### config.mk
export PLATFORM = sky130hd
export DESIGN_NAME = adcc_top
export DESIGN_NICKNAME = d
export VERILOG_FILES = /design/src/pkg/adcc_pkg.sv /design/src/design/adcc_top.sv
export SDC_FILE = /design/constraint.sdc
export NUM_CORES = 1
export LEC_CHECK = 0
export BUFFER_PORTS_ARGS = -buffer_cell sky130_fd_sc_hd__buf_4
export CAP_MARGIN = 20
export CORE_UTILIZATION = 26
export DETAILED_ROUTE_END_ITERATION = 16
export PLACE_DENSITY = 0.52
export SLEW_MARGIN = 10
export SYNTH_ARGS = -nofsm -noshare
export SYNTH_HDL_FRONTEND = slang
export SYNTH_SLANG_ARGS = --single-unit
### constraint.sdc
create_clock -name CLK_I -period 2.47 [get_ports CLK_I]
set_input_delay 0.494 -clock CLK_I [delete_from_list [all_inputs] [get_ports CLK_I]]
set_output_delay 0.494 -clock CLK_I [all_outputs]
set_load 0.03 [all_outputs]
### src/pkg/adcc_pkg.sv
//
// Function
// - a status/control write aborts any conversion and starts anew with new settings; channel code all ones goes idle instead
// - interrupts off: done flag sets per conversion, clears on result read or reset
// - interrupts on: done flag never sets and always reads zero
// - interrupts on: request per conversion, cleared by result read or control write
// - continuous bit repeats conversions; clear gives one conversion; reset clears it
// - five-bit channel codes 0..9 pick the ten external analog inputs
// - channel code all ones powers the converter off
// - codes 11101 and 11110 route high and low reference to converter input
// - unused or reserved channel codes give an undefined result
// - left format: result-high holds the eight top result bits
// - left format: result-low holds two bottom bits, other bits zero
// - right format: result-high bits 1:0 carry result bits 9:8, rest zero
// - right format: result-low holds the eight bottom result bits
// - truncation format: result-low holds eight top bits, no read interlock
// - interlocked formats: high read freezes low until read, new results dropped
// - prescaler codes divide by 1, 2, 4, 8; top bit set divides by 16
// - format field: 00 trunc, 01 right, 10 left, 11 left signed; reset right
// - signed left format inverts the result's top bit
// - clock source bit: one bus clock, zero crystal clock; reset crystal
// - a conversion spans 16 to 17 prescaled clock cycles from its start; the logic counts 16 ticks, so it spans 15 to 16
package adcc_pkg;

  // ---------------------------------------------------------------
  // register map (index, byte address is four times index)
  // ---------------------------------------------------------------
  localparam int ADCC_ADDR_W = 12;
  localparam logic [7:0] ADCC_IDX_STATUS = 8'h40;
  localparam logic [7:0] ADCC_IDX_RES_HIGH = 8'h41;
  localparam logic [7:0] ADCC_IDX_RES_LOW = 8'h42;
  localparam logic [7:0] ADCC_IDX_CLOCK = 8'h43;
  localparam logic [ADCC_ADDR_W-1:0] ADCC_ADDR_STATUS = {2'h0, ADCC_IDX_STATUS, 2'h0};
  localparam logic [ADCC_ADDR_W-1:0] ADCC_ADDR_RES_HIGH = {2'h0, ADCC_IDX_RES_HIGH, 2'h0};
  localparam logic [ADCC_ADDR_W-1:0] ADCC_ADDR_RES_LOW = {2'h0, ADCC_IDX_RES_LOW, 2'h0};
  localparam logic [ADCC_ADDR_W-1:0] ADCC_ADDR_CLOCK = {2'h0, ADCC_IDX_CLOCK, 2'h0};

  // ---------------------------------------------------------------
  // field positions and reset values
  // ---------------------------------------------------------------
  localparam int ADCC_DONE_BIT = 7;
  localparam int ADCC_IRQ_EN_BIT = 6;
  localparam int ADCC_CONT_BIT = 5;
  localparam int ADCC_CHAN_LSB = 0;
  localparam int ADCC_PRESC_LSB = 5;
  localparam int ADCC_SRC_BIT = 4;
  localparam int ADCC_FMT_LSB = 2;
  localparam logic [4:0] ADCC_CHAN_RESET = 5'h1f;
  localparam logic [4:0] ADCC_CH_POWER_OFF = 5'h1f;
  localparam logic [4:0] ADCC_CH_REF_HIGH = 5'h1d;
  localparam logic [4:0] ADCC_CH_REF_LOW = 5'h1e;
  localparam int ADCC_EXT_CH = 10;
  localparam logic [2:0] ADCC_PRESC_RESET = 3'h0;

  // ---------------------------------------------------------------
  // timing counts
  // ---------------------------------------------------------------
  localparam logic [4:0] ADCC_CONV_TICKS = 5'h10;

  // ---------------------------------------------------------------
  // types
  // ---------------------------------------------------------------
  typedef enum logic [1:0] {
    ADCC_FMT_TRUNC8 = 2'h0,
    ADCC_FMT_RIGHT = 2'h1,
    ADCC_FMT_LEFT = 2'h2,
    ADCC_FMT_LEFT_SIGNED = 2'h3
  } adcc_fmt_t;
  localparam adcc_fmt_t ADCC_FMT_RESET = ADCC_FMT_RIGHT;

  typedef enum logic [1:0] {
    ADCC_IDLE = 2'b01,
    ADCC_CONV = 2'b10
  } adcc_state_t;

  typedef struct packed {
    logic psel;
    logic penable;
    logic pwrite;
    logic [ADCC_ADDR_W-1:0] paddr;
    logic [31:0] pwdata;
    logic [3:0] pstrb;
  } adcc_apb_req_t;

  typedef struct packed {
    logic pready;
    logic [31:0] prdata;
    logic pslverr;
  } adcc_apb_rsp_t;

  typedef struct packed {
    logic start;
    logic tick;
    logic power_down;
    logic [ADCC_EXT_CH-1:0] ext_sel;
    logic ref_high;
    logic ref_low;
  } adcc_core_ctl_t;

endpackage : adcc_pkg

### src/design/adcc_top.sv
// Our own choice: register access over APB.
`timescale 1ns/1ps
module adcc_top
  import adcc_pkg::*;
(
  input wire logic CLK_I,
  input wire logic SRST_I,
  input wire adcc_apb_req_t APB_REQ_I,
  output adcc_apb_rsp_t APB_RSP_O,
  input wire logic CRYSTAL_CLK_I,
  input wire logic ADC_DONE_I,
  input wire logic [9:0] ADC_RESULT_I,
  output adcc_core_ctl_t ADC_CTL_O,
  output logic IRQ_O
);

  // ---------------------------------------------------------------
  // bus decode
  // ---------------------------------------------------------------
  logic setup;
  logic acc;
  logic wr_fire;
  logic rd_fire;
  logic sel_status;
  logic sel_hi;
  logic sel_lo;
  logic sel_clk;
  logic mapped;
  logic start_req;
  logic hold;

  // the slave is zero wait state; writes act on byte lane 0 only
  assign setup = APB_REQ_I.psel & ~APB_REQ_I.penable;
  assign acc = APB_REQ_I.psel & APB_REQ_I.penable;
  assign wr_fire = acc & APB_REQ_I.pwrite & APB_REQ_I.pstrb[0];
  assign rd_fire = acc & ~APB_REQ_I.pwrite;
  assign sel_status = (APB_REQ_I.paddr == ADCC_ADDR_STATUS);
  assign sel_hi = (APB_REQ_I.paddr == ADCC_ADDR_RES_HIGH);
  assign sel_lo = (APB_REQ_I.paddr == ADCC_ADDR_RES_LOW);
  assign sel_clk = (APB_REQ_I.paddr == ADCC_ADDR_CLOCK);
  assign mapped = sel_status | sel_hi | sel_lo | sel_clk;
  assign start_req = wr_fire & sel_status;
  // result commits wait while a result read is on the bus, so the value
  // latched at setup and the lock taken at access always agree
  assign hold = APB_REQ_I.psel & ~APB_REQ_I.pwrite & (sel_hi | sel_lo);

  // ---------------------------------------------------------------
  // control registers
  // ---------------------------------------------------------------
  logic irq_en_r;
  logic cont_r;
  logic [4:0] chan_r;
  logic [2:0] presc_r;
  logic src_r;
  adcc_fmt_t fmt_r;

  // done flag write position is ignored since it is read only
  always_ff @(posedge CLK_I) begin
    if (SRST_I) begin
      irq_en_r <= 1'b0;
      cont_r <= 1'b0;
      chan_r <= ADCC_CHAN_RESET;
    end else if (start_req) begin
      irq_en_r <= APB_REQ_I.pwdata[ADCC_IRQ_EN_BIT];
      cont_r <= APB_REQ_I.pwdata[ADCC_CONT_BIT];
      chan_r <= APB_REQ_I.pwdata[ADCC_CHAN_LSB +: 5];
    end
  end

  // clock configuration; low two bits are reserved
  always_ff @(posedge CLK_I) begin
    if (SRST_I) begin
      presc_r <= ADCC_PRESC_RESET;
      src_r <= 1'b0;
      fmt_r <= ADCC_FMT_RESET;
    end else if (wr_fire & sel_clk) begin
      presc_r <= APB_REQ_I.pwdata[ADCC_PRESC_LSB +: 3];
      src_r <= APB_REQ_I.pwdata[ADCC_SRC_BIT];
      fmt_r <= adcc_fmt_t'(APB_REQ_I.pwdata[ADCC_FMT_LSB +: 2]);
    end
  end

  // ---------------------------------------------------------------
  // input clock selection and prescaler
  // ---------------------------------------------------------------
  logic xs1_r;
  logic xs2_r;
  logic xs3_r;
  logic src_tick;
  logic [3:0] div_max;
  logic [3:0] div_cnt_r;
  logic tick_r;

  // crystal clock is asynchronous: two flops, then an edge detector on
  // the second; limits the crystal to below half the bus rate
  always_ff @(posedge CLK_I) begin
    if (SRST_I) begin
      xs1_r <= 1'b0;
      xs2_r <= 1'b0;
      xs3_r <= 1'b0;
    end else begin
      xs1_r <= CRYSTAL_CLK_I;
      xs2_r <= xs1_r;
      xs3_r <= xs2_r;
    end
  end

  assign src_tick = src_r ? 1'b1 : (xs2_r & ~xs3_r);

  // divide ratio from the prescaler code
  always_comb begin
    case (presc_r)
      3'h0: div_max = 4'h0;
      3'h1: div_max = 4'h1;
      3'h2: div_max = 4'h3;
      3'h3: div_max = 4'h7;
      default: div_max = 4'hf;
    endcase
  end

  // free running so the first converter cycle after a start is a
  // fractional one, which gives the 15 to 16 cycle span
  always_ff @(posedge CLK_I) begin
    if (SRST_I) begin
      div_cnt_r <= 4'h0;
      tick_r <= 1'b0;
    end else if (src_tick && div_cnt_r >= div_max) begin
      div_cnt_r <= 4'h0;
      tick_r <= 1'b1;
    end else begin
      if (src_tick) begin
        div_cnt_r <= div_cnt_r + 4'h1;
      end
      tick_r <= 1'b0;
    end
  end

  // ---------------------------------------------------------------
  // conversion sequencer
  // ---------------------------------------------------------------
  adcc_state_t state_r;
  logic [4:0] cnt_r;
  logic start_r;
  logic conv_end;

  // the core reports done once it has seen the full tick count
  assign conv_end = (state_r == ADCC_CONV) & ADC_DONE_I & (cnt_r == ADCC_CONV_TICKS)
                    & ~start_req;

  always_ff @(posedge CLK_I) begin
    if (SRST_I) begin
      state_r <= ADCC_IDLE;
      cnt_r <= 5'h0;
      start_r <= 1'b0;
    end else begin
      start_r <= 1'b0;
      if (start_req) begin
        cnt_r <= 5'h0;
        if (APB_REQ_I.pwdata[ADCC_CHAN_LSB +: 5] == ADCC_CH_POWER_OFF) begin
          state_r <= ADCC_IDLE;
        end else begin
          state_r <= ADCC_CONV;
          start_r <= 1'b1;
        end
      end else begin
        case (state_r)
          ADCC_IDLE: begin
            state_r <= ADCC_IDLE;
          end
          ADCC_CONV: begin
            if (tick_r && cnt_r != ADCC_CONV_TICKS) begin
              cnt_r <= cnt_r + 5'h1;
            end
            if (conv_end) begin
              cnt_r <= 5'h0;
              if (cont_r) begin
                start_r <= 1'b1;
              end else begin
                state_r <= ADCC_IDLE;
              end
            end
          end
          default: begin
            state_r <= ADCC_IDLE;
          end
        endcase
      end
    end
  end

  // ---------------------------------------------------------------
  // result capture and interlock
  // ---------------------------------------------------------------
  logic [9:0] stg_r;
  logic stg_vld_r;
  logic commit;
  logic interlocked;
  logic lock_r;
  logic [9:0] raw_r;

  // staging keeps a result that ends while a result read is pending
  always_ff @(posedge CLK_I) begin
    if (SRST_I || start_req) begin
      stg_vld_r <= 1'b0;
      stg_r <= 10'h000;
    end else if (conv_end) begin
      stg_vld_r <= 1'b1;
      stg_r <= ADC_RESULT_I;
    end else if (commit) begin
      stg_vld_r <= 1'b0;
    end
  end

  assign commit = stg_vld_r & ~hold & ~start_req;
  assign interlocked = (fmt_r != ADCC_FMT_TRUNC8);

  // in interlocked formats a high read freezes low until low is read
  always_ff @(posedge CLK_I) begin
    if (SRST_I) begin
      lock_r <= 1'b0;
    end else if (rd_fire & sel_lo) begin
      lock_r <= 1'b0;
    end else if (rd_fire & sel_hi & interlocked) begin
      lock_r <= 1'b1;
    end
  end

  // locked results are dropped, not queued
  always_ff @(posedge CLK_I) begin
    if (SRST_I) begin
      raw_r <= 10'h000;
    end else if (commit & ~(lock_r & interlocked)) begin
      raw_r <= stg_r;
    end
  end

  // ---------------------------------------------------------------
  // done flag and interrupt request
  // ---------------------------------------------------------------
  logic done_r;
  logic irq_r;
  logic data_rd;

  assign data_rd = rd_fire & (sel_hi | sel_lo);

  // set wins over a clear in the same cycle
  always_ff @(posedge CLK_I) begin
    if (SRST_I) begin
      done_r <= 1'b0;
    end else begin
      done_r <= (commit & ~irq_en_r) | (done_r & ~data_rd);
    end
  end

  always_ff @(posedge CLK_I) begin
    if (SRST_I) begin
      irq_r <= 1'b0;
    end else begin
      irq_r <= (commit & irq_en_r) | (irq_r & ~(data_rd | start_req));
    end
  end

  assign IRQ_O = irq_r;

  // ---------------------------------------------------------------
  // read data formatting
  // ---------------------------------------------------------------
  logic [7:0] hi_val;
  logic [7:0] lo_val;
  logic [7:0] rd_val;

  always_comb begin
    case (fmt_r)
      ADCC_FMT_TRUNC8: begin
        hi_val = 8'h00;
        lo_val = raw_r[9:2];
      end
      ADCC_FMT_LEFT: begin
        hi_val = raw_r[9:2];
        lo_val = {raw_r[1:0], 6'h00};
      end
      ADCC_FMT_LEFT_SIGNED: begin
        hi_val = {~raw_r[9], raw_r[8:2]};
        lo_val = {raw_r[1:0], 6'h00};
      end
      default: begin
        hi_val = {6'h00, raw_r[9:8]};
        lo_val = raw_r[7:0];
      end
    endcase
  end

  // done flag reads zero whenever interrupts are enabled
  always_comb begin
    if (sel_status) begin
      rd_val = {done_r & ~irq_en_r, irq_en_r, cont_r, chan_r};
    end else if (sel_hi) begin
      rd_val = hi_val;
    end else if (sel_lo) begin
      rd_val = lo_val;
    end else if (sel_clk) begin
      rd_val = {presc_r, src_r, fmt_r, 2'h0};
    end else begin
      rd_val = 8'h00;
    end
  end

  // ---------------------------------------------------------------
  // bus response
  // ---------------------------------------------------------------
  logic [31:0] prdata_r;

  // read data is latched in the setup cycle and held through access
  always_ff @(posedge CLK_I) begin
    if (SRST_I) begin
      prdata_r <= 32'h0000_0000;
    end else if (setup & ~APB_REQ_I.pwrite) begin
      prdata_r <= {24'h00_0000, rd_val};
    end
  end

  assign APB_RSP_O.pready = acc;
  assign APB_RSP_O.prdata = prdata_r;
  assign APB_RSP_O.pslverr = acc & ~mapped;

  // ---------------------------------------------------------------
  // core control outputs
  // ---------------------------------------------------------------
  logic [ADCC_EXT_CH-1:0] ext_sel_r;
  logic pd_r;
  logic ref_hi_r;
  logic ref_lo_r;

  // unused and reserved codes select nothing; the result is undefined
  genvar g;
  generate
    for (g = 0; g < ADCC_EXT_CH; g = g + 1) begin : g_ext
      always_ff @(posedge CLK_I) begin
        if (SRST_I) begin
          ext_sel_r[g] <= 1'b0;
        end else begin
          ext_sel_r[g] <= (chan_r == 5'(g));
        end
      end
    end
  endgenerate

  always_ff @(posedge CLK_I) begin
    if (SRST_I) begin
      pd_r <= 1'b1;
      ref_hi_r <= 1'b0;
      ref_lo_r <= 1'b0;
    end else begin
      pd_r <= (chan_r == ADCC_CH_POWER_OFF);
      ref_hi_r <= (chan_r == ADCC_CH_REF_HIGH);
      ref_lo_r <= (chan_r == ADCC_CH_REF_LOW);
    end
  end

  assign ADC_CTL_O = {start_r, tick_r, pd_r, ext_sel_r, ref_hi_r, ref_lo_r};

endmodule : adcc_top

==> flow_metrics.tcl <==
set metrics [dict create \
    status "finished, final reports clean" \
    fin_util 0.328 \
    slew_headroom 0.608 \
    crit_path_start "presc_r[0]" \
    synth-simple-area-share 0.229 \
    power.switching_uw 675 \
    die-area_sq_mm 0.0140 \
    cts.sinks 74 \
    clock_path_buffers 2 \
    wl_per_cell_um 12.6 \
    clkSlewWorstSetupHoldPaths_ns 0.06 \
    power.density_mw_per_mm2 607 \
    synth_top_area_cell "dfxtp_1" \
    worst_r2r_startpoint "presc_r[0]" \
    post_cts_resized 0 \
    place_ws_ns 0.302 \
    grt_max_degree 47 \
    clkLatencyLatePin_ns 0.33 \
    ys_top_cells_by_area "dfxtp_1 (42%), mux2i_1 (8.8%), buf_4 (6.4%)" \
    p_clk_frac 0.468 \
    row_count 42 \
    fmax_mhz 503 \
    yosys.area_share.adder 0.0248 \
    power_frac_comb 0.076 \
    via_per_inst 4.40 \
    synthFlopType "dfxtp_1" \
    swShare 0.256 \
    cts_tree "yes" \
    coreArea_sq_mm 0.0132 \
    track_usage 0.121 \
    post-route-min-period_ns 1.99 \
    yosys-mux-area-fraction 0.0879 \
    antenna_left 0 \
    drc 0 \
    p_leak_uw 0.00186 \
    synth_top_family_by_area "simple AND/OR/NAND/NOR gates" \
    drv_slew 0 \
    synth-xor-area-share 0.0149 \
    die_y_um 118 \
    yosys_warnings 0 \
    dr.first_iter.drc_count 144 \
    drt-total-wl_mm 8.06 \
    grt_pass1_vias 2592 \
    setup_tns_ns 0 \
    ir_drop_v 0.000332 \
    worst_pin_slew_ns 0.584 \
    nets 530 \
    seq_power_share 0.455 \
    ios 115 \
    initial_utilization 0.266 \
    cp_max_fo 4 \
    fill_cells 1386 \
    drive_gt1_frac 0.210 \
    synth-edff-count 0 \
    cts_buffers 9 \
    antenna_cells 0 \
    dp_hpwl_mm 6.00 \
    syn_inst 402 \
    io_buffers 63 \
    htreeDepth 3 \
    synth_top_area_frac 0.420 \
    grt_first_pass_wirelength_mm 13.3 \
    critPathKind "reg2reg" \
    clock-root-buffer "clkbuf_16" \
    setup_viol 0 \
    avgSynthCellArea_sq_um 8.78 \
    first_pass_iters 4 \
    worst_slack_ns 0.482 \
    rsz0062_at_grt "false" \
    start_kind "flop" \
    yosysSeqAreaShare 0.420 \
    synth.ff_latch_count 74 \
    critPathRequiredTime_ns 2.73 \
    cp.arrival_ns 2.25 \
    antenna_found_initial 0 \
    yosysUniqueCellTypes 52 \
    place_congestion 0.785 \
    vias 2814 \
    grt-ovfl-total 0 \
    async_reset_ff_frac 0 \
    hold_buffers 0 \
    syn_to_final_growth_pct 23.0 \
    holdWs_ns 0.383 \
    hold_viol_final 0 \
    internal_power_uw 1960 \
    synth_compound_area_frac 0.125 \
    cp-end-kind "flop" \
    finalCritPeriodShare 0.805 \
    hp-class "in2reg" \
    min-delay-start "CRYSTAL_CLK_I" \
    cts_setup_buffers 0 \
    drv_cap 0 \
    netlist_area_sq_mm 0.00353 \
    die_w_um 118 \
    fin_skew_ns 0.00624 \
]
synth_stat cells, drive strengths merged (2+ instances only):
cell and count:
a21o 5, a21oi 18, a221oi 3, a31oi 2, and2 2, and3 2
buf 37, clkbuf 10, dfxtp 74, ha 7, inv 11, mux2i 31
nand2 32, nand2b 9, nand3 9, nand4 2, nor2 58, nor2b 7
nor3 21, nor4 3, o21a 3, o21ai 18, o22ai 2, o31ai 5
o41ai 2, or2 2, or3 3, xnor2 3, xor2 3
power by group through the flow:
stage	combinational (uW)	clock, uW	sequential (uW)
6_report	201	1230	1200
4_1_cts	202	1270	1200
2_1_floorplan	152	0	1230
3_5_place_dp	202	0	1230
3_3_place_gp	200	0	1230
5_1_grt	218	1320	1200
layout make-up:
class	instances	area, sq um	area share
Timing Repair Buffer	69	518	0.119
Tap cell	176	220	0.0507
Clock buffer	9	225	0.0519
Clock inverter	7	58.8	0.0135
Multi-Input combinational cell	293	1800	0.414
Inverter	11	41.3	0.00951
Sequential cell	74	1480	0.341
stage by stage:
stage                     power [uW]  instances  instance area (sq um)
after floorplan                 1380        425                   3610
after global placement          1430        623                   4060
after detailed placement        1430        623                   4060
after CTS                       2670        639                   4340
after global routing            2740        639                   4340
final                           2640        639                   4340
flip-flops by register name, indices dropped and copies added, names as in the netlist, 3 cells and up:
register / flops
presc_r: 3
stg_r: 10
chan_r: 5
div_cnt_r: 4
prdata_r: 8
ADC_CTL_O: 10
raw_r: 10
cnt_r: 5
critical path: stages, from the launching register on:
cell and delay (ns):
dfxtp_1 0.34, or3_1 0.39, ha_1 0.28, nand2b_1 0.15, a21o_1 0.18, a21o_1 0.19
a31o_2 0.28, a21oi_1 0.12
cell usage in the layout, fill, tap and decap left out, drive strengths merged, types with 3 or more instances in the layout:
cell	synthesis	routed
nand2b	9	9
a21oi	18	18
ha	7	7
a221oi	3	3
clkbuf	10	9
o21a	3	3
o31ai	5	5
o21ai	18	18
nor2b	7	7
nor3	21	21
nor4	3	3
buf	37	69
nand3	9	9
xor2	3	3
xnor2	3	3
mux2i	31	31
a21o	5	5
dfxtp	74	74
inv	11	15
nor2	58	58
or3	3	3
nand2	32	32
conb	1	24
final timing paths:
check | endpoint | slack [ns] | cells past startpoint
worst max-delay path | div_cnt_r[1] | 0.48 | 7
worst min-delay path | xs1_r | 0.38 | 2
worst max register to register | div_cnt_r[1] | 0.48 | 7
worst min register to register | xs2_r | 0.45 | 1
layer usage:
| metal | routed length (um) | part of all wire | global-route usage | vias to the layer above |
|---|---|---|---|---|
| met5 | 0 | 0 | 0 | - |
| met4 | 91 | 0.011 | 0.0530 | 0 |
| met3 | 384 | 0.048 | 0.0309 | 6 |
| met2 | 3710 | 0.46 | 0.191 | 75 |
| met1 | 3870 | 0.48 | 0.156 | 1284 |
| li1 | - | - | - | 1449 |
kinds of logic after synthesis:
family	count (synthesis)
adders and majority gates	7
muxes	31
DFF	74
buffers and inverters	58
other	1
AOI/OAI and AO/OA	68
and+or+nand+nor	157
xor gates and xnor gates	6
Note: power is estimated with default switching activity, not from simulation.
